==> config.mk <==
export PLATFORM = sky130hd
export DESIGN_NAME = pfwc_top
export DESIGN_NICKNAME = d
export VERILOG_FILES = /design/src/pkg/pfwc_pkg.sv /design/src/logic/pfwc_sync2.sv /design/src/logic/pfwc_top.sv
export SDC_FILE = /design/constraint.sdc
export NUM_CORES = 1
export LEC_CHECK = 0
export BUFFER_PORTS_ARGS = -buffer_cell sky130_fd_sc_hd__buf_2
export CORE_AREA = 3 3 216 239
export CTS_CLUSTER_SIZE = 20
export DETAILED_ROUTE_END_ITERATION = 16
export DIE_AREA = 0 0 219 242
export GPL_ROUTABILITY_DRIVEN = 0
export PLACE_DENSITY_LB_ADDON = 0.05
export SYNTH_ARGS = -nofsm -noshare
export SYNTH_HDL_FRONTEND = slang
export SYNTH_HIERARCHICAL = 1
export SYNTH_SLANG_ARGS = --single-unit
==> constraint.sdc <==
create_clock -name clk_sys -period 3.39 [get_ports clk_sys]
set_input_delay 0 -clock clk_sys [delete_from_list [all_inputs] [get_ports clk_sys]]
set_output_delay 0 -clock clk_sys [all_outputs]
set_load 0.005 [all_outputs]
==> src/pkg/pfwc_pkg.sv <==
// package of the program flash write control block: register map, fields,
// reset values, unlock keys, timing counts, state and carrier types.
// assumes a 250 MHz system clock and a 32-bit APB register bus.
//
// Contract
// - write 55h, AAh to unlock, then start
// - start after unlock programs block, stalls CPU
// - table write copies latch, then increments pointer
// - pointer bit 21 selects configuration space
// - reset during write sets write error flag
package pfwc_pkg;

  //////////////////////////////////////////////////////////////////////////
  // register byte offsets on the APB
  localparam int        APB_AW        = 8;      // address bits decoded
  localparam logic [7:0] OFF_PTR_LOW   = 8'h00;  // table_pointer_low
  localparam logic [7:0] OFF_PTR_HIGH  = 8'h04;  // table_pointer_high
  localparam logic [7:0] OFF_PTR_UPPER = 8'h08;  // table_pointer_upper
  localparam logic [7:0] OFF_LATCH     = 8'h0C;  // table_latch
  localparam logic [7:0] OFF_UNLOCK    = 8'h10;  // unlock_sequence_port
  localparam logic [7:0] OFF_CTRL      = 8'h14;  // memory_write_control
  localparam logic [7:0] OFF_TABLE_WRITE_OP     = 8'h18;  // table write op trigger
  localparam logic [7:0] OFF_IRQ_STAT  = 8'h1C;  // sticky event flags
  localparam logic [7:0] OFF_IRQ_MASK  = 8'h20;  // event enables

  //////////////////////////////////////////////////////////////////////////
  // field positions
  localparam int CTRL_PROG_SEL = 7;  // program_memory_select
  localparam int CTRL_CFG_SEL  = 6;  // config_space_select
  localparam int CTRL_WR_ERR   = 3;  // write_error_flag
  localparam int CTRL_WR_EN    = 2;  // write_enable_bit
  localparam int CTRL_WR_START = 1;  // write start bit
  localparam int IRQ_DONE      = 0;  // memory_write_irq_flag
  localparam int IRQ_ERR       = 1;  // write aborted by reset
  localparam int IRQ_W         = 2;  // number of event bits
  localparam int PTR_W         = 22; // table_pointer width
  localparam int PTR_CFG_BIT   = 21; // configuration space select bit
  localparam int HOLD_IW       = 6;  // holding register index width
  localparam int HOLD_BYTES    = 64; // bytes per programmed block

  //////////////////////////////////////////////////////////////////////////
  // keys and reset values
  localparam logic [7:0]         UNLOCK_KEY_A = 8'h55;
  localparam logic [7:0]         UNLOCK_KEY_B = 8'hAA;
  localparam logic [PTR_W-1:0]   RST_PTR      = 22'h000000;
  localparam logic [7:0]         RST_BYTE     = 8'h00;
  localparam logic [7:0]         RST_HOLD     = 8'hFF; // erased flash value
  localparam logic [IRQ_W-1:0]   RST_IRQ      = 2'h0;
  localparam logic [HOLD_IW-1:0] HOLD_LAST    = 6'h3F;

  //////////////////////////////////////////////////////////////////////////
  // timing: programming time of one block
  localparam int PROG_TIME_NS = 1000;
  localparam int CLK_MHZ      = 250;
  localparam int PROG_CYCLES  = (PROG_TIME_NS * CLK_MHZ + 999) / 1000;
  localparam int CNT_W        = 10;
  localparam logic [CNT_W-1:0] PROG_LAST = CNT_W'(PROG_CYCLES - 1);

  //////////////////////////////////////////////////////////////////////////
  // state and carrier types
  typedef enum logic [1:0]
  {
    UL_IDLE  = 2'b00,  // no key seen
    UL_GOT_A = 2'b01,  // first key seen
    UL_ARMED = 2'b10   // both keys seen, start may follow
  } pfwc_unlock_t;

  typedef enum logic [1:0]
  {
    PG_IDLE = 2'b00,  // no write running
    PG_LOAD = 2'b01,  // streaming holding bytes to the array
    PG_WAIT = 2'b10   // waiting out the programming time
  } pfwc_prog_t;

  typedef struct packed
  {
    logic             valid;    // one-cycle byte strobe
    logic             cfgSpace; // byte goes to configuration space
    logic             progMem;  // program array selected by software
    logic [PTR_W-1:0] addr;     // byte address
    logic [7:0]       data;     // byte value
  } pfwc_flash_wr_t;

endpackage : pfwc_pkg
==> src/logic/pfwc_sync2.sv <==
// two-flop synchroniser for one asynchronous level.
// assumes the level may change at any time relative to clk_sys.
`timescale 1ns/100ps
module pfwc_sync2
(
  input  wire logic clk_sys,  // system clock
  input  wire logic reset_n,  // async reset, active low
  input  wire logic asyncIn,  // level from outside the domain
  output logic      syncOut   // level safe to use
);

  logic stage1_r;  // first flop, read only by the second

  //////////////////////////////////////////////////////////////////////////
  // two flops in a chain
  always_ff @(posedge clk_sys or negedge reset_n)
  begin
    if (!reset_n)
    begin
      stage1_r <= 1'b0;
      syncOut  <= 1'b0;
    end
    else
    begin
      stage1_r <= asyncIn;
      syncOut  <= stage1_r;
    end
  end

endmodule : pfwc_sync2

==> src/logic/pfwc_top.sv <==
// program flash write control: APB registers, table write path into the
// holding register, unlock sequence, block programming with CPU stall.
// assumes reset event inputs come from pins and are asynchronous.
//
// The APB slave port and the register offsets were left to the implementer.
`timescale 1ns/100ps
module pfwc_top
(
  input  wire logic                     clk_sys,
  input  wire logic                     reset_n,
  input  wire logic                     psel,
  input  wire logic                     penable,
  input  wire logic                     pwrite,
  input  wire logic [pfwc_pkg::APB_AW-1:0] paddr,
  input  wire logic [31:0]              pwdata,
  output logic      [31:0]              prdata,
  output logic                          pready,
  output logic                          pslverr,
  input  wire logic                     masterClearReset,
  input  wire logic                     watchdogTimerReset,
  output logic                          cpuStall,
  output logic                          irq,
  output pfwc_pkg::pfwc_flash_wr_t      flashWr
);
  import pfwc_pkg::*;

  //////////////////////////////////////////////////////////////////////////
  // state
  logic [PTR_W-1:0]   ptr_r, ptr_nxt;            // table_pointer
  logic [7:0]         latch_r, latch_nxt;        // table_latch_byte
  logic               progSel_r, progSel_nxt;    // program_memory_select
  logic               cfgSel_r, cfgSel_nxt;      // config_space_select
  logic               write_enable_bit_r, write_enable_bit_nxt;          // write_enable_bit
  logic               wrStart_r, wrStart_nxt;    // write start bit
  logic               write_error_flag_r, write_error_flag_nxt;        // write_error_flag
  logic [IRQ_W-1:0]   irqStat_r, irqStat_nxt;    // sticky events
  logic [IRQ_W-1:0]   irqMask_r, irqMask_nxt;    // event enables
  pfwc_unlock_t       ulState_r, ulState_nxt;    // unlock sequence
  pfwc_prog_t         pgState_r, pgState_nxt;    // programming state
  logic [HOLD_IW-1:0] idx_r, idx_nxt;            // byte being streamed
  logic [CNT_W-1:0]   cnt_r, cnt_nxt;            // programming time
  logic               tgtCfg_r, tgtCfg_nxt;      // latched target space
  logic               tgtProg_r, tgtProg_nxt;    // latched array select
  logic [PTR_W-1:HOLD_IW] base_r, base_nxt;      // block base address
  pfwc_flash_wr_t     flashWr_r, flashWr_nxt;    // array write port
  logic [31:0]        prdata_r, prdata_nxt;      // read data
  logic [7:0]         holdMem [HOLD_BYTES];      // holding register

  // combinational helpers and synchroniser outputs
  logic               apbWr;      // write access phase
  logic               apbRdSetup; // read setup phase
  logic               addrHit;    // address is mapped
  logic               holdWe;     // holding register write
  logic               startEvt;   // unlocked start accepted
  logic               doneEvt;    // block programming complete
  logic               rstEvt;     // reset event level, synchronised
  logic               mclrSync;   // synchronised master clear
  logic               wdtSync;    // synchronised watchdog reset
  logic               busy;       // write in progress
  logic [7:0]         ctrlRd;     // control register read view

  //////////////////////////////////////////////////////////////////////////
  // reset event inputs cross into clk_sys
  pfwc_sync2 u_syncMclr
  (
    .clk_sys (clk_sys),
    .reset_n (reset_n),
    .asyncIn (masterClearReset),
    .syncOut (mclrSync)
  );
  pfwc_sync2 u_syncWdt
  (
    .clk_sys (clk_sys),
    .reset_n (reset_n),
    .asyncIn (watchdogTimerReset),
    .syncOut (wdtSync)
  );

  //////////////////////////////////////////////////////////////////////////
  // bus decode and handshake, zero wait states
  assign rstEvt     = mclrSync | wdtSync;
  assign busy       = (pgState_r != PG_IDLE);
  assign apbWr      = psel & penable & pwrite & addrHit;
  assign apbRdSetup = psel & ~penable & ~pwrite;
  assign pready     = 1'b1;
  assign pslverr    = psel & penable & ~addrHit;
  assign addrHit    = (paddr <= OFF_IRQ_MASK) && (paddr[1:0] == 2'b00);
  assign ctrlRd     = {progSel_r, cfgSel_r, 2'b00, write_error_flag_r, write_enable_bit_r,
                       wrStart_r, 1'b0};
  assign cpuStall   = busy;
  assign irq        = |(irqStat_r & irqMask_r);
  assign prdata     = prdata_r;
  assign flashWr    = flashWr_r;

  //////////////////////////////////////////////////////////////////////////
  // next state: software writes first, hardware events after (hardware wins)
  always_comb
  begin
    ptr_nxt     = ptr_r;
    latch_nxt   = latch_r;
    progSel_nxt = progSel_r;
    cfgSel_nxt  = cfgSel_r;
    write_enable_bit_nxt    = write_enable_bit_r;
    wrStart_nxt = wrStart_r;
    write_error_flag_nxt   = write_error_flag_r;
    irqStat_nxt = irqStat_r;
    irqMask_nxt = irqMask_r;
    ulState_nxt = ulState_r;
    pgState_nxt = pgState_r;
    idx_nxt     = idx_r;
    cnt_nxt     = cnt_r;
    tgtCfg_nxt  = tgtCfg_r;
    tgtProg_nxt = tgtProg_r;
    base_nxt    = base_r;
    flashWr_nxt = '0;
    prdata_nxt  = prdata_r;
    holdWe      = 1'b0;
    startEvt    = 1'b0;
    doneEvt     = 1'b0;
    // any write to a mapped register other than a key breaks the unlock sequence
    if (apbWr)
    begin
      ulState_nxt = UL_IDLE;
      case (paddr)
        OFF_PTR_LOW:   ptr_nxt[7:0]   = pwdata[7:0];
        OFF_PTR_HIGH:  ptr_nxt[15:8]  = pwdata[7:0];
        OFF_PTR_UPPER: ptr_nxt[21:16] = pwdata[5:0];
        OFF_LATCH:     latch_nxt      = pwdata[7:0];
        // first key from any state, second only right after the first
        OFF_UNLOCK:
          if (pwdata[7:0] == UNLOCK_KEY_A)
            ulState_nxt = UL_GOT_A;
          else if (pwdata[7:0] == UNLOCK_KEY_B && ulState_r == UL_GOT_A)
            ulState_nxt = UL_ARMED;
        OFF_CTRL:
        begin
          progSel_nxt = pwdata[CTRL_PROG_SEL];
          cfgSel_nxt  = pwdata[CTRL_CFG_SEL];
          write_enable_bit_nxt    = pwdata[CTRL_WR_EN];
          // error flag may only be cleared by software
          if (!pwdata[CTRL_WR_ERR])
            write_error_flag_nxt = 1'b0;
          // start bit only takes with write enable and an armed sequence
          if (pwdata[CTRL_WR_START] && write_enable_bit_r && ulState_r == UL_ARMED &&
              !busy)
            startEvt = 1'b1;
        end
        // copy latch into holding register, then post-increment
        OFF_TABLE_WRITE_OP:
          if (!busy)
          begin
            holdWe  = 1'b1;
            ptr_nxt = ptr_r + 22'h000001;
          end
        OFF_IRQ_STAT:  irqStat_nxt = irqStat_r & ~pwdata[IRQ_W-1:0];
        OFF_IRQ_MASK:  irqMask_nxt = pwdata[IRQ_W-1:0];
        default:       ;
      endcase
    end
    // programming sequence
    case (pgState_r)
      PG_IDLE:
        if (startEvt)
        begin
          pgState_nxt = PG_LOAD;
          wrStart_nxt = 1'b1;
          idx_nxt     = '0;
          cnt_nxt     = '0;
          tgtCfg_nxt  = ptr_r[PTR_CFG_BIT];
          tgtProg_nxt = progSel_r & ~cfgSel_r;
          base_nxt    = ptr_r[PTR_W-1:HOLD_IW];
        end
      PG_LOAD:
      begin
        // one holding byte to the array per cycle
        flashWr_nxt.valid    = 1'b1;
        flashWr_nxt.cfgSpace = tgtCfg_r;
        flashWr_nxt.progMem  = tgtProg_r;
        flashWr_nxt.addr     = {base_r, idx_r};
        flashWr_nxt.data     = holdMem[idx_r];
        idx_nxt              = idx_r + 6'h01;
        cnt_nxt              = cnt_r + 10'h001;
        if (idx_r == HOLD_LAST)
          pgState_nxt = PG_WAIT;
      end
      PG_WAIT:
      begin
        cnt_nxt = cnt_r + 10'h001;
        if (cnt_r == PROG_LAST)
        begin
          doneEvt               = 1'b1;
          pgState_nxt           = PG_IDLE;
          wrStart_nxt           = 1'b0;
          // an abort in the same cycle reports the error, not completion
          irqStat_nxt[IRQ_DONE] = irqStat_nxt[IRQ_DONE] | ~rstEvt;
        end
      end
      default: pgState_nxt = PG_IDLE;
    endcase
    // external reset events abort a running write and flag it
    if (rstEvt)
    begin
      ulState_nxt = UL_IDLE;
      write_enable_bit_nxt    = 1'b0;
      if (busy)
      begin
        pgState_nxt          = PG_IDLE;
        wrStart_nxt          = 1'b0;
        write_error_flag_nxt            = 1'b1;
        irqStat_nxt[IRQ_ERR] = 1'b1;
      end
    end
    // read data captured in the setup phase
    if (apbRdSetup)
    begin
      case (paddr)
        OFF_PTR_LOW:   prdata_nxt = {24'h000000, ptr_r[7:0]};
        OFF_PTR_HIGH:  prdata_nxt = {24'h000000, ptr_r[15:8]};
        OFF_PTR_UPPER: prdata_nxt = {26'h0000000, ptr_r[21:16]};
        OFF_LATCH:     prdata_nxt = {24'h000000, latch_r};
        OFF_CTRL:      prdata_nxt = {24'h000000, ctrlRd};
        OFF_IRQ_STAT:  prdata_nxt = {30'h00000000, irqStat_r};
        OFF_IRQ_MASK:  prdata_nxt = {30'h00000000, irqMask_r};
        default:       prdata_nxt = 32'h00000000;
      endcase
    end
  end

  //////////////////////////////////////////////////////////////////////////
  // register stage
  always_ff @(posedge clk_sys or negedge reset_n)
  begin
    if (!reset_n)
    begin
      ptr_r     <= RST_PTR;
      latch_r   <= RST_BYTE;
      progSel_r <= 1'b0;
      cfgSel_r  <= 1'b0;
      write_enable_bit_r    <= 1'b0;
      wrStart_r <= 1'b0;
      write_error_flag_r   <= 1'b0;
      irqStat_r <= RST_IRQ;
      irqMask_r <= RST_IRQ;
      ulState_r <= UL_IDLE;
      pgState_r <= PG_IDLE;
      idx_r     <= '0;
      cnt_r     <= '0;
      tgtCfg_r  <= 1'b0;
      tgtProg_r <= 1'b0;
      base_r    <= '0;
      flashWr_r <= '0;
      prdata_r  <= 32'h00000000;
    end
    else
    begin
      ptr_r     <= ptr_nxt;
      latch_r   <= latch_nxt;
      progSel_r <= progSel_nxt;
      cfgSel_r  <= cfgSel_nxt;
      write_enable_bit_r    <= write_enable_bit_nxt;
      wrStart_r <= wrStart_nxt;
      write_error_flag_r   <= write_error_flag_nxt;
      irqStat_r <= irqStat_nxt;
      irqMask_r <= irqMask_nxt;
      ulState_r <= ulState_nxt;
      pgState_r <= pgState_nxt;
      idx_r     <= idx_nxt;
      cnt_r     <= cnt_nxt;
      tgtCfg_r  <= tgtCfg_nxt;
      tgtProg_r <= tgtProg_nxt;
      base_r    <= base_nxt;
      flashWr_r <= flashWr_nxt;
      prdata_r  <= prdata_nxt;
    end
  end

  //////////////////////////////////////////////////////////////////////////
  // holding register array, erased value after reset
  always_ff @(posedge clk_sys or negedge reset_n)
  begin
    if (!reset_n)
      for (int i = 0; i < HOLD_BYTES; i++)
        holdMem[i] <= RST_HOLD;
    else if (holdWe)
      holdMem[ptr_r[HOLD_IW-1:0]] <= latch_r;
  end
endmodule : pfwc_top

==> out/summary.txt <==
status -> finished clean
Sequential Area -> 16500 um^2
Initial Util -> 62.0%
crit-path max FO -> 36
RSZ-0062 raised after global routing -> no
drt first pass iters -> 5
total gr overflow -> 0
Power, Total -> 0.0150 W
layout cells sized above 1 -> 63.7%
Num CTS Buffers -> 67
first-pass GRT wire length -> 118000 um
Fmax -> 349 MHz
crit start category -> register
Final nets -> 2292
critical path class -> register to register
max-slew violations -> 0
peak supply drop -> 0.396 mV
largest net degree at the start of global routing -> 112
number of synthesized flops with an enable pin -> 0
setup TNS -> 0 ns
ys async rst share -> 100%
Vias/cell -> 6.37
Slew Limit Headroom -> 21.7%
critical path data required time -> 3.86 ns
port bufs -> 66
area growth from synthesis to layout -> 11.3%
Final setup viols -> 0
Vert. Die Dim -> 242 um
slowest stage delay, CP -> 0.85 ns
# Post-CTS Setup Buffers -> 0
DR iter-0 viols -> 1386
CTS clk-pin slew, worst paths -> 0.06 ns
CP Data Arrival Time -> 3.34 ns
htree depth -> 3
Sinks on Clock Net -> 632
Worst Hold Class -> input port to asynchronous set/reset pin
Mapped Area -> 30400 um^2
post-synthesis sequential area ratio -> 54.1%
CP Cell Sequence -> nand3_1 > buf_4 > o22ai_1 > a211o_1 > a21oi_1 > o32ai_1
MaxCap Viol Count -> 0
Mean Syn Cell Area -> 14.1 um^2
initial antenna violation count -> 0
Leak -> 14.0 nW
number of global-route vias before repair -> 19700
CP max stage cell -> dfrtp_4
ANT cells -> 0
std cell rows -> 85
Final ANT Viol Nets -> 0
CTS tree -> done
Routed WL per cell -> 25.8 um
DP HPWL -> 49700 um
core area -> 49100 um^2
period utilization -> 84.5%
Multi-input gate area -> 13200 um^2
Final Critical Period -> 2.86 ns
GRT Total Usage -> 29.1%
drt drc -> 0
Clock Latency Late Sink -> 0.60 ns
CTS root buffer -> clkbuf_16
flops & latches, synth -> 632
post-cts gate resize count -> 0
die width -> 219 um
worst-margin pin slew -> 1.17 ns
Cells after Synth -> 2163
Hold Violations, Final -> 0
clk_skew -> 0.0250 ns
Most used DFF post-synth -> dfstp_2
clk buf depth -> 3
Pwr Density -> 444 nW/um^2
post-synth cell types -> 80
fill cell count -> 3471
final WL -> 75800 um
Via Count -> 18700
CP Capture Type -> register
Top Ports -> 116
Yosys warnings -> 6
overall die area -> 53000 um^2
==> critical path: cells and delay by family, from the launching register on <==
kind | cells | cell delay [ns]
AOI/OAI and AO/OA | 4 | 0.83
buffers and inverters | 1 | 0.38
DFF | 1 | 0.85
and+or+nand+nor | 1 | 0.63
==> area by class of cell <==
cell class | count | area share, %
flip-flops and latches | 632 | 48.6
multi-input cells | 1361 | 38.9
clock buffers | 98 | 5.93
repair buffers | 162 | 3.63
well taps | 652 | 2.41
clock inverters | 20 | 0.406
inverters | 13 | 0.144
==> layer usage <==
layer  vias up  track usage, %  wire length, um
met5         -               0                0
met2       519            48.2            37500
met1      9892            39.4            31800
met4         0            10.8             2720
li1       8142               -                -
met3       156            3.81             3730
==> power by group <==
part           total (W)  internal (W)  leakage [nW]  switching, W
clock network    0.00719       0.00419          1.07       0.00300
registers        0.00759       0.00758          6.89    0.00000804
logic           0.000263     0.0000568          6.07      0.000206
total             0.0150        0.0118          14.0       0.00321
==> cells in the mapped netlist, types with 15 or more instances <==
| cell type | n | area share [%] |
|---|---|---|
| mux2_2 | 537 | 20 |
| dfstp_2 | 512 | 44 |
| mux2i_1 | 133 | 4.4 |
| dfrtp_1 | 120 | 9.9 |
| clkbuf_1 | 114 | 1.4 |
| mux4_2 | 72 | 5.3 |
| nand2_1 | 60 | 0.74 |
| nor2_1 | 48 | 0.59 |
| a21oi_1 | 42 | 0.69 |
| nand2_2 | 32 | 0.66 |
| o21ai_0 | 32 | 0.53 |
| and2_1 | 30 | 0.62 |
| buf_2 | 29 | 0.48 |
| nand3_1 | 29 | 0.48 |
| buf_4 | 28 | 0.69 |
| o22ai_1 | 20 | 0.41 |
| a221oi_1 | 17 | 0.49 |
| a211oi_1 | 16 | 0.39 |
| nor2_8 | 16 | 1.1 |
| o221ai_1 | 16 | 0.46 |
| a22oi_1 | 15 | 0.37 |
==> path summary, 6_finish.rpt <==
| path | start | to | slack [ns] | depth (start not counted) |
|---|---|---|---|---|
| max in group asynchronous | reset_n | holdMem[150] | 2.32 | 3 |
| worst max-delay path | idx_r[1] | flashWr[2] | 0.53 | 6 |
| worst min-delay path | reset_n | ptr_r[16] | 0.02 | 2 |
| worst min register to register | u_syncMclr/stage1_r | u_syncMclr/syncOut | 0.36 | 0 |
| worst max register to register | idx_r[1] | flashWr[2] | 0.53 | 6 |
| min in group clk_sys | penable | prdata[3] | 0.02 | 5 |
==> flip-flops by register name (all words and copies together), names as in the netlist, 2 cells and up <==
signal     count
base_r        15
cnt_r         10
flashWr       32
holdMem      512
idx_r          6
irqMask_r      2
irqStat_r      2
latch_r        8
pgState_r      2
prdata         8
ptr_r         22
ulState_r      2
==> logic make-up (layout without fill, tap and decap cells) <==
| group | after synthesis | in the layout | share of synthesized area, % |
|---|---|---|---|
| AND/OR/NAND/NOR | 335 | 335 | 7.14 |
| other | 2 | 25 | 0.0247 |
| flip-flops | 632 | 632 | 54.1 |
| adder cells (fa/ha/maj) | 8 | 8 | 0.329 |
| buffers and inverters | 193 | 293 | 2.95 |
| AO/OA/AOI/OAI | 249 | 249 | 5.86 |
| multiplexers | 744 | 744 | 29.6 |
==> stage by stage <==
step | utilization, % | hold slack, ns | std cells | setup slack (ns) | cell area, um^2
4_1_cts | 69.0 | 0.00763 | 2938 | 0.488 | 33900
5_1_grt | 69.0 | 0.0472 | 2938 | 0.386 | 33900
3_3_place_gp | 64.1 | 0.0302 | 2798 | 0.492 | 31500
6_report | 69.0 | 0.0198 | 2938 | 0.526 | 33900
3_5_place_dp | 64.1 | 0.0394 | 2798 | 0.538 | 31500
2_1_floorplan | - | -0.296 | 2186 | 0.894 | 30500
==> cell usage in the layout (no fill, tap or decap), types with 11 or more instances in the layout <==
master         netlist  routed
a211oi_1            16      16
a21o_1              11      11
a21oi_1             42      42
a221oi_1            17      17
a22o_1              12      12
a22oi_1             15      15
and2_1              30      30
and3_1              14      14
buf_2               29      65
buf_4               28      65
clkbuf_1           114      15
clkbuf_16            0      72
clkbuf_8             0      11
clkinv_2             0      14
conb_1               2      25
dfrtp_1            120     110
dfstp_2            512     512
dlygate4sd3_1        0      22
inv_1               12      12
mux2_2             537     537
mux2i_1            133     133
mux4_2              72      72
nand2_1             60      60
nand2_2             32      32
nand3_1             29      29
nand4_1             11      11
nor2_1              48      48
nor2_2              12      12
nor2_8              16      16
nor3_1              13      13
o21ai_0             32      32
o221ai_1            16      16
o22a_1              11      11
o22ai_1             20      20
==> timing repair <==
item / 4_1_cts / 5_1_grt
setup endpoints to repair: 0 / 0
hold buffers: 22 / 0
endpoints found under the hold margin: 168 / 0
Power figures use the tool's default switching activity.
